File: config.mk
export PLATFORM = sky130hd
export DESIGN_NAME = bpc_regs
export DESIGN_NICKNAME = d
export VERILOG_FILES = /design/src/bpc_pkg.sv /design/src/bpc_regs.sv /design/src/bpc_channel.sv
export SDC_FILE = /design/constraint.sdc
export NUM_CORES = 1
export LEC_CHECK = 0
export ABC_AREA = 1
export ABC_CLOCK_PERIOD_IN_PS = 3060
export CORE_ASPECT_RATIO = 0.6
export CORE_UTILIZATION = 34
export DETAILED_ROUTE_END_ITERATION = 7
export DONT_BUFFER_PORTS = 1
export PLACE_DENSITY_LB_ADDON = 0.25
export SYNTH_ARGS = -nofsm -noshare
export SYNTH_HDL_FRONTEND = slang
export SYNTH_SLANG_ARGS = --single-unit
File: constraint.sdc
create_clock -name core_clk -period 3.06 [get_ports core_clk]
set_clock_uncertainty 0.1 [all_clocks]
set_input_delay 0.459 -clock core_clk [delete_from_list [all_inputs] [get_ports core_clk]]
set_output_delay 0.459 -clock core_clk [all_outputs]
set_load 0.01 [all_outputs]
File: src/bpc_pkg.sv
// Package for the peak-current configuration register bank.
// Assumes a single core clock and an active-high asynchronous reset.
package bpc_pkg;

   localparam int          BPC_ADDR_W       = 5;
   localparam int          BPC_DATA_W       = 10;
   localparam int          BPC_LEVEL_W      = 9;
   localparam int          BPC_RANGE_W      = 3;

   localparam logic [4:0]  BPC_OFF_CH1_LEVEL = 5'h01;
   localparam logic [4:0]  BPC_OFF_CH2_LEVEL = 5'h02;
   localparam logic [4:0]  BPC_OFF_RANGE     = 5'h03;

   localparam int          BPC_LEVEL_LSB    = 0;
   localparam int          BPC_CH1_RNG_LSB  = 3;
   localparam int          BPC_CH2_RNG_LSB  = 0;
   localparam int          BPC_CH1_LS_BIT   = 7;
   localparam int          BPC_CH2_LS_BIT   = 6;

   localparam logic [8:0]  BPC_LEVEL_RST    = 9'h000;
   localparam logic [2:0]  BPC_RANGE_RST    = 3'h0;
   localparam logic [2:0]  BPC_RANGE_MAX    = 3'h4;
   localparam logic [9:0]  BPC_FSO_MASK_LVL = 10'h1FE;
   localparam logic [9:0]  BPC_FSO_MASK_RNG = 10'h01B;

   typedef enum logic [1:0] {
      BPC_ST_IDLE   = 2'b00,
      BPC_ST_FAILSF = 2'b01
   } bpc_mode_t;

endpackage

File: src/bpc_regs.sv
// Peak-current configuration register bank for two buck channels.
// Assumes a decoded serial register port: addr, write strobe, write data, read data.
`timescale 1ns/1ps
//////////////////////////////////////////////////////////////////////////////
// Contract
// - Channel 1 level register holds 9-bit peak level; bit 9 reads zero.
// - Channel 2 level register holds 9-bit peak level; bit 9 reads zero.
// - Level scales linearly 0..511; each higher range doubles current.
// - Channel 1 range code in bits 5:3, codes 000..100 are ranges 1..5.
// - Channel 2 range code in bits 2:0, codes 000..100 are ranges 1..5.
// - Channel 1 range pends until next channel 1 level write.
// - Channel 2 range pends until next channel 2 level write.
// - Bit 7 enables channel 1 low-side pre-driver at low string voltage.
// - Bit 6 enables channel 2 low-side pre-driver at low string voltage.
module bpc_regs
   import bpc_pkg::*;
(
   input  wire logic                   core_clk,
   input  wire logic                   reset,
   input  wire logic                   failsafe_state,
   input  wire logic [BPC_ADDR_W-1:0]  reg_addr,
   input  wire logic                   reg_we,
   input  wire logic [BPC_DATA_W-1:0]  reg_wdata,
   output logic      [BPC_DATA_W-1:0]  reg_rdata,
   output logic      [BPC_LEVEL_W-1:0] ch1_peak_level,
   output logic      [BPC_LEVEL_W-1:0] ch2_peak_level,
   output logic      [BPC_RANGE_W-1:0] ch1_peak_scale,
   output logic      [BPC_RANGE_W-1:0] ch2_peak_scale,
   output logic                        ch1_lowside_lowvolt_en,
   output logic                        ch2_lowside_lowvolt_en
);

   //////////////////////////////////////////////////////////////////////////
   // Decode

   function automatic logic hit(input logic [BPC_ADDR_W-1:0] a, input logic [4:0] off);
      hit = (a == off);
   endfunction

   function automatic logic [BPC_RANGE_W-1:0] clamp_rng(input logic [BPC_RANGE_W-1:0] c);
      clamp_rng = (c > BPC_RANGE_MAX) ? BPC_RANGE_MAX : c;
   endfunction

   logic                   we_l1;
   logic                   we_l2;
   logic                   we_rg;
   logic [BPC_LEVEL_W-1:0] lvl_q   [2];
   logic [BPC_RANGE_W-1:0] pend_q  [2];
   logic [BPC_RANGE_W-1:0] scale_q [2];
   logic                   ls1_q;
   logic                   ls2_q;
   logic                   ls1_d;
   logic                   ls2_d;
   logic [BPC_DATA_W-1:0]  rdata_d;

   assign we_l1 = reg_we && hit(reg_addr, BPC_OFF_CH1_LEVEL);
   assign we_l2 = reg_we && hit(reg_addr, BPC_OFF_CH2_LEVEL);
   assign we_rg = reg_we && hit(reg_addr, BPC_OFF_RANGE);

   //////////////////////////////////////////////////////////////////////////
   // Channels

   bpc_channel u_ch1 (
      .core_clk       (core_clk),
      .reset          (reset),
      .failsafe_state (failsafe_state),
      .level_we       (we_l1),
      .range_we       (we_rg),
      .level_wdata    (reg_wdata[BPC_LEVEL_W-1:0]),
      .range_wdata    (clamp_rng(reg_wdata[BPC_CH1_RNG_LSB +: BPC_RANGE_W])),
      .level_fso_mask (BPC_FSO_MASK_LVL[BPC_LEVEL_W-1:0]),
      .range_fso_mask (BPC_FSO_MASK_RNG[BPC_CH1_RNG_LSB +: BPC_RANGE_W]),
      .level_q        (lvl_q[0]),
      .pend_q         (pend_q[0]),
      .scale_q        (scale_q[0])
   );

   bpc_channel u_ch2 (
      .core_clk       (core_clk),
      .reset          (reset),
      .failsafe_state (failsafe_state),
      .level_we       (we_l2),
      .range_we       (we_rg),
      .level_wdata    (reg_wdata[BPC_LEVEL_W-1:0]),
      .range_wdata    (clamp_rng(reg_wdata[BPC_CH2_RNG_LSB +: BPC_RANGE_W])),
      .level_fso_mask (BPC_FSO_MASK_LVL[BPC_LEVEL_W-1:0]),
      .range_fso_mask (BPC_FSO_MASK_RNG[BPC_CH2_RNG_LSB +: BPC_RANGE_W]),
      .level_q        (lvl_q[1]),
      .pend_q         (pend_q[1]),
      .scale_q        (scale_q[1])
   );

   //////////////////////////////////////////////////////////////////////////
   // Low-side enables and read data

   always_comb begin
      ls1_d = ls1_q;
      ls2_d = ls2_q;
      if (we_rg) begin
         ls1_d = reg_wdata[BPC_CH1_LS_BIT];
         ls2_d = reg_wdata[BPC_CH2_LS_BIT];
      end
      rdata_d = '0;
      case (reg_addr)
         BPC_OFF_CH1_LEVEL: begin
            rdata_d[BPC_LEVEL_W-1:0] = lvl_q[0];
         end
         BPC_OFF_CH2_LEVEL: begin
            rdata_d[BPC_LEVEL_W-1:0] = lvl_q[1];
         end
         BPC_OFF_RANGE: begin
            rdata_d[BPC_CH1_LS_BIT] = ls1_q;
            rdata_d[BPC_CH2_LS_BIT] = ls2_q;
            rdata_d[BPC_CH1_RNG_LSB +: BPC_RANGE_W] = pend_q[0];
            rdata_d[BPC_CH2_RNG_LSB +: BPC_RANGE_W] = pend_q[1];
         end
         default: begin
            rdata_d = '0;
         end
      endcase
   end

   always_ff @(posedge core_clk or posedge reset) begin
      if (reset) begin
         ls1_q                  <= 1'b0;
         ls2_q                  <= 1'b0;
         reg_rdata              <= '0;
         ch1_peak_level         <= BPC_LEVEL_RST;
         ch2_peak_level         <= BPC_LEVEL_RST;
         ch1_peak_scale         <= BPC_RANGE_RST;
         ch2_peak_scale         <= BPC_RANGE_RST;
         ch1_lowside_lowvolt_en <= 1'b0;
         ch2_lowside_lowvolt_en <= 1'b0;
      end else begin
         ls1_q                  <= ls1_d;
         ls2_q                  <= ls2_d;
         reg_rdata              <= rdata_d;
         ch1_peak_level         <= lvl_q[0];
         ch2_peak_level         <= lvl_q[1];
         ch1_peak_scale         <= scale_q[0];
         ch2_peak_scale         <= scale_q[1];
         ch1_lowside_lowvolt_en <= ls1_q;
         ch2_lowside_lowvolt_en <= ls2_q;
      end
   end

   //////////////////////////////////////////////////////////////////////////
   // Checks

   AST_CH1_PEND_HOLD: assert property (@(posedge core_clk) disable iff (reset)
      (!we_l1 && !failsafe_state) |=> ##1 (ch1_peak_scale == $past(ch1_peak_scale)))
      else $error("channel 1 range changed without a level write");
   AST_CH2_PEND_HOLD: assert property (@(posedge core_clk) disable iff (reset)
      (!we_l2 && !failsafe_state) |=> ##1 (ch2_peak_scale == $past(ch2_peak_scale)))
      else $error("channel 2 range changed without a level write");
   AST_CH1_APPLY: assert property (@(posedge core_clk) disable iff (reset)
      (we_l1 && !we_rg && !failsafe_state) |-> ##2 (ch1_peak_scale == $past(pend_q[0], 2)))
      else $error("channel 1 pending range not applied");
   AST_CH2_APPLY: assert property (@(posedge core_clk) disable iff (reset)
      (we_l2 && !we_rg && !failsafe_state) |-> ##2 (ch2_peak_scale == $past(pend_q[1], 2)))
      else $error("channel 2 pending range not applied");
   AST_CH1_LEVEL: assert property (@(posedge core_clk) disable iff (reset)
      (we_l1 && !failsafe_state) |-> ##2 (ch1_peak_level == $past(reg_wdata[8:0], 2)))
      else $error("channel 1 level not stored");
   AST_CH2_LEVEL: assert property (@(posedge core_clk) disable iff (reset)
      (we_l2 && !failsafe_state) |-> ##2 (ch2_peak_level == $past(reg_wdata[8:0], 2)))
      else $error("channel 2 level not stored");
   AST_LS1: assert property (@(posedge core_clk) disable iff (reset)
      we_rg |-> ##2 (ch1_lowside_lowvolt_en == $past(reg_wdata[7], 2)))
      else $error("channel 1 low-side enable wrong");
   AST_LS2: assert property (@(posedge core_clk) disable iff (reset)
      we_rg |-> ##2 (ch2_lowside_lowvolt_en == $past(reg_wdata[6], 2)))
      else $error("channel 2 low-side enable wrong");
   AST_SCALE_MAX: assert property (@(posedge core_clk) disable iff (reset)
      (ch1_peak_scale <= BPC_RANGE_MAX) && (ch2_peak_scale <= BPC_RANGE_MAX))
      else $error("range code above highest range");
   AST_FSO_CLEAR: assert property (@(posedge core_clk) disable iff (reset)
      failsafe_state |-> ##2 (ch1_peak_level[8:1] == 8'h00 && ch2_peak_level[8:1] == 8'h00))
      else $error("fail-safe did not clear levels");
   AST_RD_B9: assert property (@(posedge core_clk) disable iff (reset)
      ##1 (reg_rdata[9] == 1'b0))
      else $error("bit 9 read non-zero");

   //////////////////////////////////////////////////////////////////////////
   // Pending range loading and clamping

   AST_CH1_PEND_LOAD: assert property (@(posedge core_clk) disable iff (reset)
      (we_rg && !failsafe_state && reg_wdata[BPC_CH1_RNG_LSB +: BPC_RANGE_W] <= BPC_RANGE_MAX)
      |=> (pend_q[0] == $past(reg_wdata[BPC_CH1_RNG_LSB +: BPC_RANGE_W])))
      else $error("channel 1 pending range not loaded");
   AST_CH2_PEND_LOAD: assert property (@(posedge core_clk) disable iff (reset)
      (we_rg && !failsafe_state && reg_wdata[BPC_CH2_RNG_LSB +: BPC_RANGE_W] <= BPC_RANGE_MAX)
      |=> (pend_q[1] == $past(reg_wdata[BPC_CH2_RNG_LSB +: BPC_RANGE_W])))
      else $error("channel 2 pending range not loaded");
   AST_CH1_PEND_CLAMP: assert property (@(posedge core_clk) disable iff (reset)
      (we_rg && !failsafe_state && reg_wdata[BPC_CH1_RNG_LSB +: BPC_RANGE_W] > BPC_RANGE_MAX)
      |=> (pend_q[0] == BPC_RANGE_MAX))
      else $error("channel 1 range code above highest not clamped");
   AST_CH2_PEND_CLAMP: assert property (@(posedge core_clk) disable iff (reset)
      (we_rg && !failsafe_state && reg_wdata[BPC_CH2_RNG_LSB +: BPC_RANGE_W] > BPC_RANGE_MAX)
      |=> (pend_q[1] == BPC_RANGE_MAX))
      else $error("channel 2 range code above highest not clamped");

   //////////////////////////////////////////////////////////////////////////
   // Outputs hold between writes

   AST_CH1_LEVEL_HOLD: assert property (@(posedge core_clk) disable iff (reset)
      (!we_l1 && !failsafe_state)
      |=> ##1 (ch1_peak_level == $past(ch1_peak_level)))
      else $error("channel 1 level changed without a write");
   AST_CH2_LEVEL_HOLD: assert property (@(posedge core_clk) disable iff (reset)
      (!we_l2 && !failsafe_state)
      |=> ##1 (ch2_peak_level == $past(ch2_peak_level)))
      else $error("channel 2 level changed without a write");
   AST_LS1_HOLD: assert property (@(posedge core_clk) disable iff (reset)
      !we_rg
      |=> ##1 (ch1_lowside_lowvolt_en == $past(ch1_lowside_lowvolt_en)))
      else $error("channel 1 low-side enable changed without a write");
   AST_LS2_HOLD: assert property (@(posedge core_clk) disable iff (reset)
      !we_rg
      |=> ##1 (ch2_lowside_lowvolt_en == $past(ch2_lowside_lowvolt_en)))
      else $error("channel 2 low-side enable changed without a write");

   //////////////////////////////////////////////////////////////////////////
   // Read-back

   AST_RD_CH1: assert property (@(posedge core_clk) disable iff (reset)
      (reg_addr == BPC_OFF_CH1_LEVEL)
      |=> (reg_rdata == {1'b0, $past(lvl_q[0])}))
      else $error("channel 1 level read-back wrong");
   AST_RD_CH2: assert property (@(posedge core_clk) disable iff (reset)
      (reg_addr == BPC_OFF_CH2_LEVEL)
      |=> (reg_rdata == {1'b0, $past(lvl_q[1])}))
      else $error("channel 2 level read-back wrong");
   AST_RD_RANGE: assert property (@(posedge core_clk) disable iff (reset)
      (reg_addr == BPC_OFF_RANGE)
      |=> (reg_rdata == {2'b00, $past(ls1_q), $past(ls2_q), $past(pend_q[0]), $past(pend_q[1])}))
      else $error("range register read-back wrong");
   AST_RD_UNMAPPED: assert property (@(posedge core_clk) disable iff (reset)
      (reg_addr != BPC_OFF_CH1_LEVEL && reg_addr != BPC_OFF_CH2_LEVEL && reg_addr != BPC_OFF_RANGE)
      |=> (reg_rdata == 10'h000))
      else $error("unmapped address read non-zero");

   //////////////////////////////////////////////////////////////////////////
   // Reset and fail-safe

   AST_RESET_OUT: assert property (@(posedge core_clk) disable iff (reset)
      $fell(reset)
      |-> (ch1_peak_level == BPC_LEVEL_RST && ch2_peak_level == BPC_LEVEL_RST
           && ch1_peak_scale == BPC_RANGE_RST && ch2_peak_scale == BPC_RANGE_RST
           && !ch1_lowside_lowvolt_en && !ch2_lowside_lowvolt_en && reg_rdata == 10'h000))
      else $error("outputs not cleared by reset");
   AST_FSO_PEND: assert property (@(posedge core_clk) disable iff (reset)
      failsafe_state
      |=> (pend_q[0][1:0] == 2'b00 && pend_q[1][1:0] == 2'b00))
      else $error("fail-safe did not clear pending ranges");
   AST_FSO_SCALE: assert property (@(posedge core_clk) disable iff (reset)
      failsafe_state
      |-> ##2 (ch1_peak_scale[1:0] == 2'b00 && ch2_peak_scale[1:0] == 2'b00))
      else $error("fail-safe did not clear active ranges");
   AST_FSO_KEEP_LS: assert property (@(posedge core_clk) disable iff (reset)
      (failsafe_state && !we_rg)
      |=> (ls1_q == $past(ls1_q) && ls2_q == $past(ls2_q)))
      else $error("fail-safe changed a low-side enable");
   AST_FSO_KEEP_B0: assert property (@(posedge core_clk) disable iff (reset)
      (failsafe_state && !we_l1 && !we_l2)
      |-> ##2 (ch1_peak_level[0] == $past(lvl_q[0][0], 2) && ch2_peak_level[0] == $past(lvl_q[1][0], 2)))
      else $error("fail-safe cleared level bit 0");

   COV_CH1_APPLY: cover property (@(posedge core_clk) disable iff (reset) we_rg ##[1:4] we_l1);
   COV_CH2_APPLY: cover property (@(posedge core_clk) disable iff (reset) we_rg ##[1:4] we_l2);
   COV_FSO: cover property (@(posedge core_clk) disable iff (reset) $rose(failsafe_state));
   COV_CLAMP: cover property (@(posedge core_clk) disable iff (reset)
      we_rg && (reg_wdata[BPC_CH1_RNG_LSB +: BPC_RANGE_W] > BPC_RANGE_MAX));
   COV_RD_RANGE: cover property (@(posedge core_clk) disable iff (reset)
      (reg_addr == BPC_OFF_RANGE) ##1 (reg_rdata != 10'h000));

endmodule

File: src/bpc_channel.sv
// One channel: level register, pending and active range.
// Assumes decoded single-cycle write strobes from the bank.
`timescale 1ns/1ps
module bpc_channel
   import bpc_pkg::*;
(
   input  wire logic                   core_clk,
   input  wire logic                   reset,
   input  wire logic                   failsafe_state,
   input  wire logic                   level_we,
   input  wire logic                   range_we,
   input  wire logic [BPC_LEVEL_W-1:0] level_wdata,
   input  wire logic [BPC_RANGE_W-1:0] range_wdata,
   input  wire logic [BPC_LEVEL_W-1:0] level_fso_mask,
   input  wire logic [BPC_RANGE_W-1:0] range_fso_mask,
   output logic      [BPC_LEVEL_W-1:0] level_q,
   output logic      [BPC_RANGE_W-1:0] pend_q,
   output logic      [BPC_RANGE_W-1:0] scale_q
);

   logic [BPC_LEVEL_W-1:0] level_d;
   logic [BPC_RANGE_W-1:0] pend_d;
   logic [BPC_RANGE_W-1:0] scale_d;

   always_comb begin
      level_d = level_q;
      pend_d  = pend_q;
      scale_d = scale_q;
      if (range_we) begin
         pend_d = range_wdata;
      end
      if (level_we) begin
         level_d = level_wdata;
         scale_d = range_we ? range_wdata : pend_q;
      end
      if (failsafe_state) begin
         level_d = level_d & ~level_fso_mask;
         pend_d  = pend_d & ~range_fso_mask;
         scale_d = scale_d & ~range_fso_mask;
      end
   end

   always_ff @(posedge core_clk or posedge reset) begin
      if (reset) begin
         level_q <= BPC_LEVEL_RST;
         pend_q  <= BPC_RANGE_RST;
         scale_q <= BPC_RANGE_RST;
      end else begin
         level_q <= level_d;
         pend_q  <= pend_d;
         scale_q <= scale_d;
      end
   end

endmodule

==> out/results.txt <==
Global routing used 16.1% of the available tracks across all layers. TritonCTS created 9 clock buffers. The share of the clock period used by the worst path is 48.3%, and the total inserted antenna cells is 0. The tools report the clock sink total as 67.

The number of design rule violations left after detail routing is 2, and the maximum clock rate is 677 MHz. The via count of the first global-routing pass was 1564; the post-route total power was 2.15 mW. Most common cell after layout, fill and taps aside: sky130_fd_sc_hd__dfrtp_1. The worst setup path is launched from an input port.

Summing the areas of all compound-gate instances in the mapped netlist gives 10.0% of the synthesized area. The total of flip-flops plus latches after synthesis works out to 67. CTS placed an instance of sky130_fd_sc_hd__clkbuf_16 at the clock tree root. STA classifies the critical path endpoint as a flop. The routed length per instance is 16.7 um, and the maximum fanout count along the critical path is 13.

The analysis attributes to cell leakage a power of 1.39 nW. In the final layout, the multi-input gates occupy 618 um2. The tools report the count of placed standard cells including taps as 296.

The top cell types in the final layout, fill and taps aside, are 67 x sky130_fd_sc_hd__dfrtp_1, 55 x sky130_fd_sc_hd__nand2_1, 24 x sky130_fd_sc_hd__inv_1. The logs give 1680 um2 for the sequential cell area and 0.33 ns for the clock latency at the later pin of the worst-skew pair. The average instance area after synthesis is 11.5 um2.

Summing the areas of all xor and xnor instances in the mapped netlist gives 0% of the synthesized area. Setup repair after global routing left no endpoint under its margin. The logs give 1.24 ns for the worst slack after detailed placement and 6 for the number of optimization iterations in the first detailed-route pass. For the largest net degree at the start of global routing, the log shows 27.

The final number of hold-violating endpoints is 0, and the vertical die dimension is 67.6 um. Among all stages on the critical path, the largest delay is contributed by sky130_fd_sc_hd__nand2_2. Of the post-synthesis cell area, the part taken by muxes is 0%.

The number of vias per cell came out at 4.71. After global routing the overflow that remains totals 0. Type of the worst setup path: in -> reg.

The layout cell share with drive strength beyond 1 is 16.4%. TritonCTS built the clock tree. The buffering stage count on the worst path with inverters included is 1, and the data required time at the worst endpoint is 3.18 ns.

Dividing total power by cell area gives a power density of 753 nW/um2. The final cell count without fillers was 313. The worst path meets setup with 1.58 ns of slack. The biggest area contributor in the post-synthesis netlist is sky130_fd_sc_hd__dfrtp_1. The most numerous cell type found on the critical path is sky130_fd_sc_hd__nand2_1. Die outline width: 111 um. The total of warnings raised by yosys came out at 0. By area the synthesized netlist is led by sky130_fd_sc_hd__dfrtp_1 69%, sky130_fd_sc_hd__nand2_1 8.5%, sky130_fd_sc_hd__inv_1 3.9%. After synthesis, the largest family of logic cells by area is simple AND/OR/NAND/NOR gates. For the pin with the worst max-slew slack, the measured transition is 0.501 ns.

Adding up every negative setup slack in the final design gives 0 ns. The wire length of the first global-routing pass came out at 8.62 mm. The critical path goes through nor3_2 > nand3_2 > nand2_2 > inv_1 > nand2_1 > nand2_1. The simple logic cell fraction of the synthesized area was 15.2%; the port buffer count was 0.

The number of antenna violations at the first check in global routing was 0; the delay of the slowest cell on the worst path was 0.35 ns. Summing the areas of all fa, ha and maj instances in the mapped netlist gives 0% of the synthesized area. The worst slew slack as a fraction of its limit is 66.6%. The initial utilization of the core area, before any placement, comes to 35.9%. The area share of the largest cell type after synthesis is 68.8%, and the count of fill cells added during filler insertion is 634. The count of unique library cells instantiated by Yosys was 25. Synthesis produced 212 cells. The count of pins over their slew limit came out at 0. Final hold analysis gives a worst-case slack of 0.0854 ns. For the starting DRC count in detailed routing, the log shows 98. The min-delay analysis places its worst path in the category in -> reg. Summing all non-filler instances in the final layout gives an area of 2860 um2.

Cells fill 42.1% of the core in the end. The tools report the total setup buffers inserted after CTS as 0. The cell type group with the largest total delay on the critical path was simple AND/OR/NAND/NOR gates. Compared with the post-synthesis result, the final layout area differs by 17.3%.

After clock tree synthesis, the repair step resized 0 gates. Once detailed placement completed, the half-perimeter wirelength came to 3.45 mm. The maximum number of buffers from clock root to sink is 2, and the routability congestion estimate from global placement is 0.738. The CTS clock-pin slew for the worst setup and hold paths is 0.06 ns.

The logs give 7520 um2 for the total die area and 23 for the floorplan row count. The run finished, with violations left. The core region is 6790 um2.

Across the run, the number of max-cap violations was 0. Sequential cells were found to cover 68.8% of the synthesized design area. For this run, the post-layout net count is 240. The final route contains 1474 vias. Setup violations remaining at the end of the flow were counted as 0. The smallest clock period supported by the final layout is computed as 1.48 ns.

The tools report the post-placement cell area as 2520 um2. STA puts the critical path data arrival time at 1.60 ns. The run gives 0 as the number of routed nets with antenna violations. VDD sags by at most 0.275 mV. The tools report the final routed wirelength across all metal layers as 5.23 mm.

The checks that failed: DRC. 55 I/O pins were placed. The post-synth design cell area was 2440 um2; the deepest level of the CTS H-tree was 3. The number of nets handed over by synthesis was 231.
## synthesized netlist by cell type
cell type,number
sky130_fd_sc_hd__o21ai_2,8
sky130_fd_sc_hd__o21ai_1,1
sky130_fd_sc_hd__nor2_4,3
sky130_fd_sc_hd__inv_1,25
sky130_fd_sc_hd__nor3_2,1
sky130_fd_sc_hd__nand3_2,3
sky130_fd_sc_hd__nand3_1,7
sky130_fd_sc_hd__o22ai_1,8
sky130_fd_sc_hd__nand2_2,1
sky130_fd_sc_hd__nand4_1,2
sky130_fd_sc_hd__nor2_1,3
sky130_fd_sc_hd__buf_6,2
sky130_fd_sc_hd__nand2_1,55
sky130_fd_sc_hd__o21a_1,2
sky130_fd_sc_hd__o221ai_1,7
sky130_fd_sc_hd__buf_2,2
sky130_fd_sc_hd__clkinv_1,1
sky130_fd_sc_hd__o211ai_1,3
sky130_fd_sc_hd__inv_2,1
sky130_fd_sc_hd__dfrtp_1,67
sky130_fd_sc_hd__and2_1,3
sky130_fd_sc_hd__conb_1,1
sky130_fd_sc_hd__buf_4,1
sky130_fd_sc_hd__nor2_2,1
sky130_fd_sc_hd__o21ai_0,4
## final cells by class
| cell class | instances | share of cell area, % |
|---|---|---|
| clock inverter | 6 | 3.11 |
| inverter | 27 | 3.55 |
| multi-input combinational | 113 | 21.6 |
| timing repair buffer | 3 | 0.876 |
| sequential | 67 | 58.7 |
| clock buffer | 10 | 8.36 |
| tap | 87 | 3.81 |
## logic make-up after synthesis
| kind of cell | count (synthesis) |
|---|---|
| and+or+nand+nor | 79 |
| DFF | 67 |
| AOI/OAI and AO/OA | 33 |
| buffers and inverters | 32 |
| other | 1 |
## report_power, final
group | total (mW) | internal [mW] | leakage, nW | switching [mW]
combinational | 0.0862 | 0.0244 | 0.334 | 0.0618
sequential | 0.964 | 0.932 | 0.906 | 0.0319
clock | 1.10 | 0.734 | 0.155 | 0.367
## registers in the layout (all words and copies together) (netlist names), 9 cells and up
register        count
u_ch2.level_q       9
ch1_peak_level      9
u_ch1.level_q       9
ch2_peak_level      9
reg_rdata           9
## path summary, 6_finish.rpt
path | end | cells after the start | startpoint | slack [ns]
hold / removal | u_ch2.pend_q[0] | 1 | failsafe_state | 0.09
setup / recovery | u_ch1.scale_q[1] | 6 | reg_addr[1] | 1.58
min in group asynchronous | reg_rdata[4] | 2 | reset | 0.51
setup reg to reg | u_ch2.scale_q[2] | 4 | u_ch2.pend_q[2] | 2.08
hold reg to reg | ch1_peak_level[8] | 0 | u_ch1.level_q[8] | 0.27
max in group asynchronous | u_ch2.scale_q[0] | 3 | reset | 1.65
## layer usage
metal	up-vias	share of wire (%)	track usage, %
met3	11	9.5	8.35
li1	710	-	-
met2	50	41	22.1
met1	703	48	21.1
met4	0	1.4	7.09
met5	-	0	0
## timing repair
action / in CTS / in global routing
hold buffers: 1 / 0
setup endpoints to repair: 0 / 0
endpoints found under the hold margin: 21 / 0
Power figures use the tool's default switching activity.
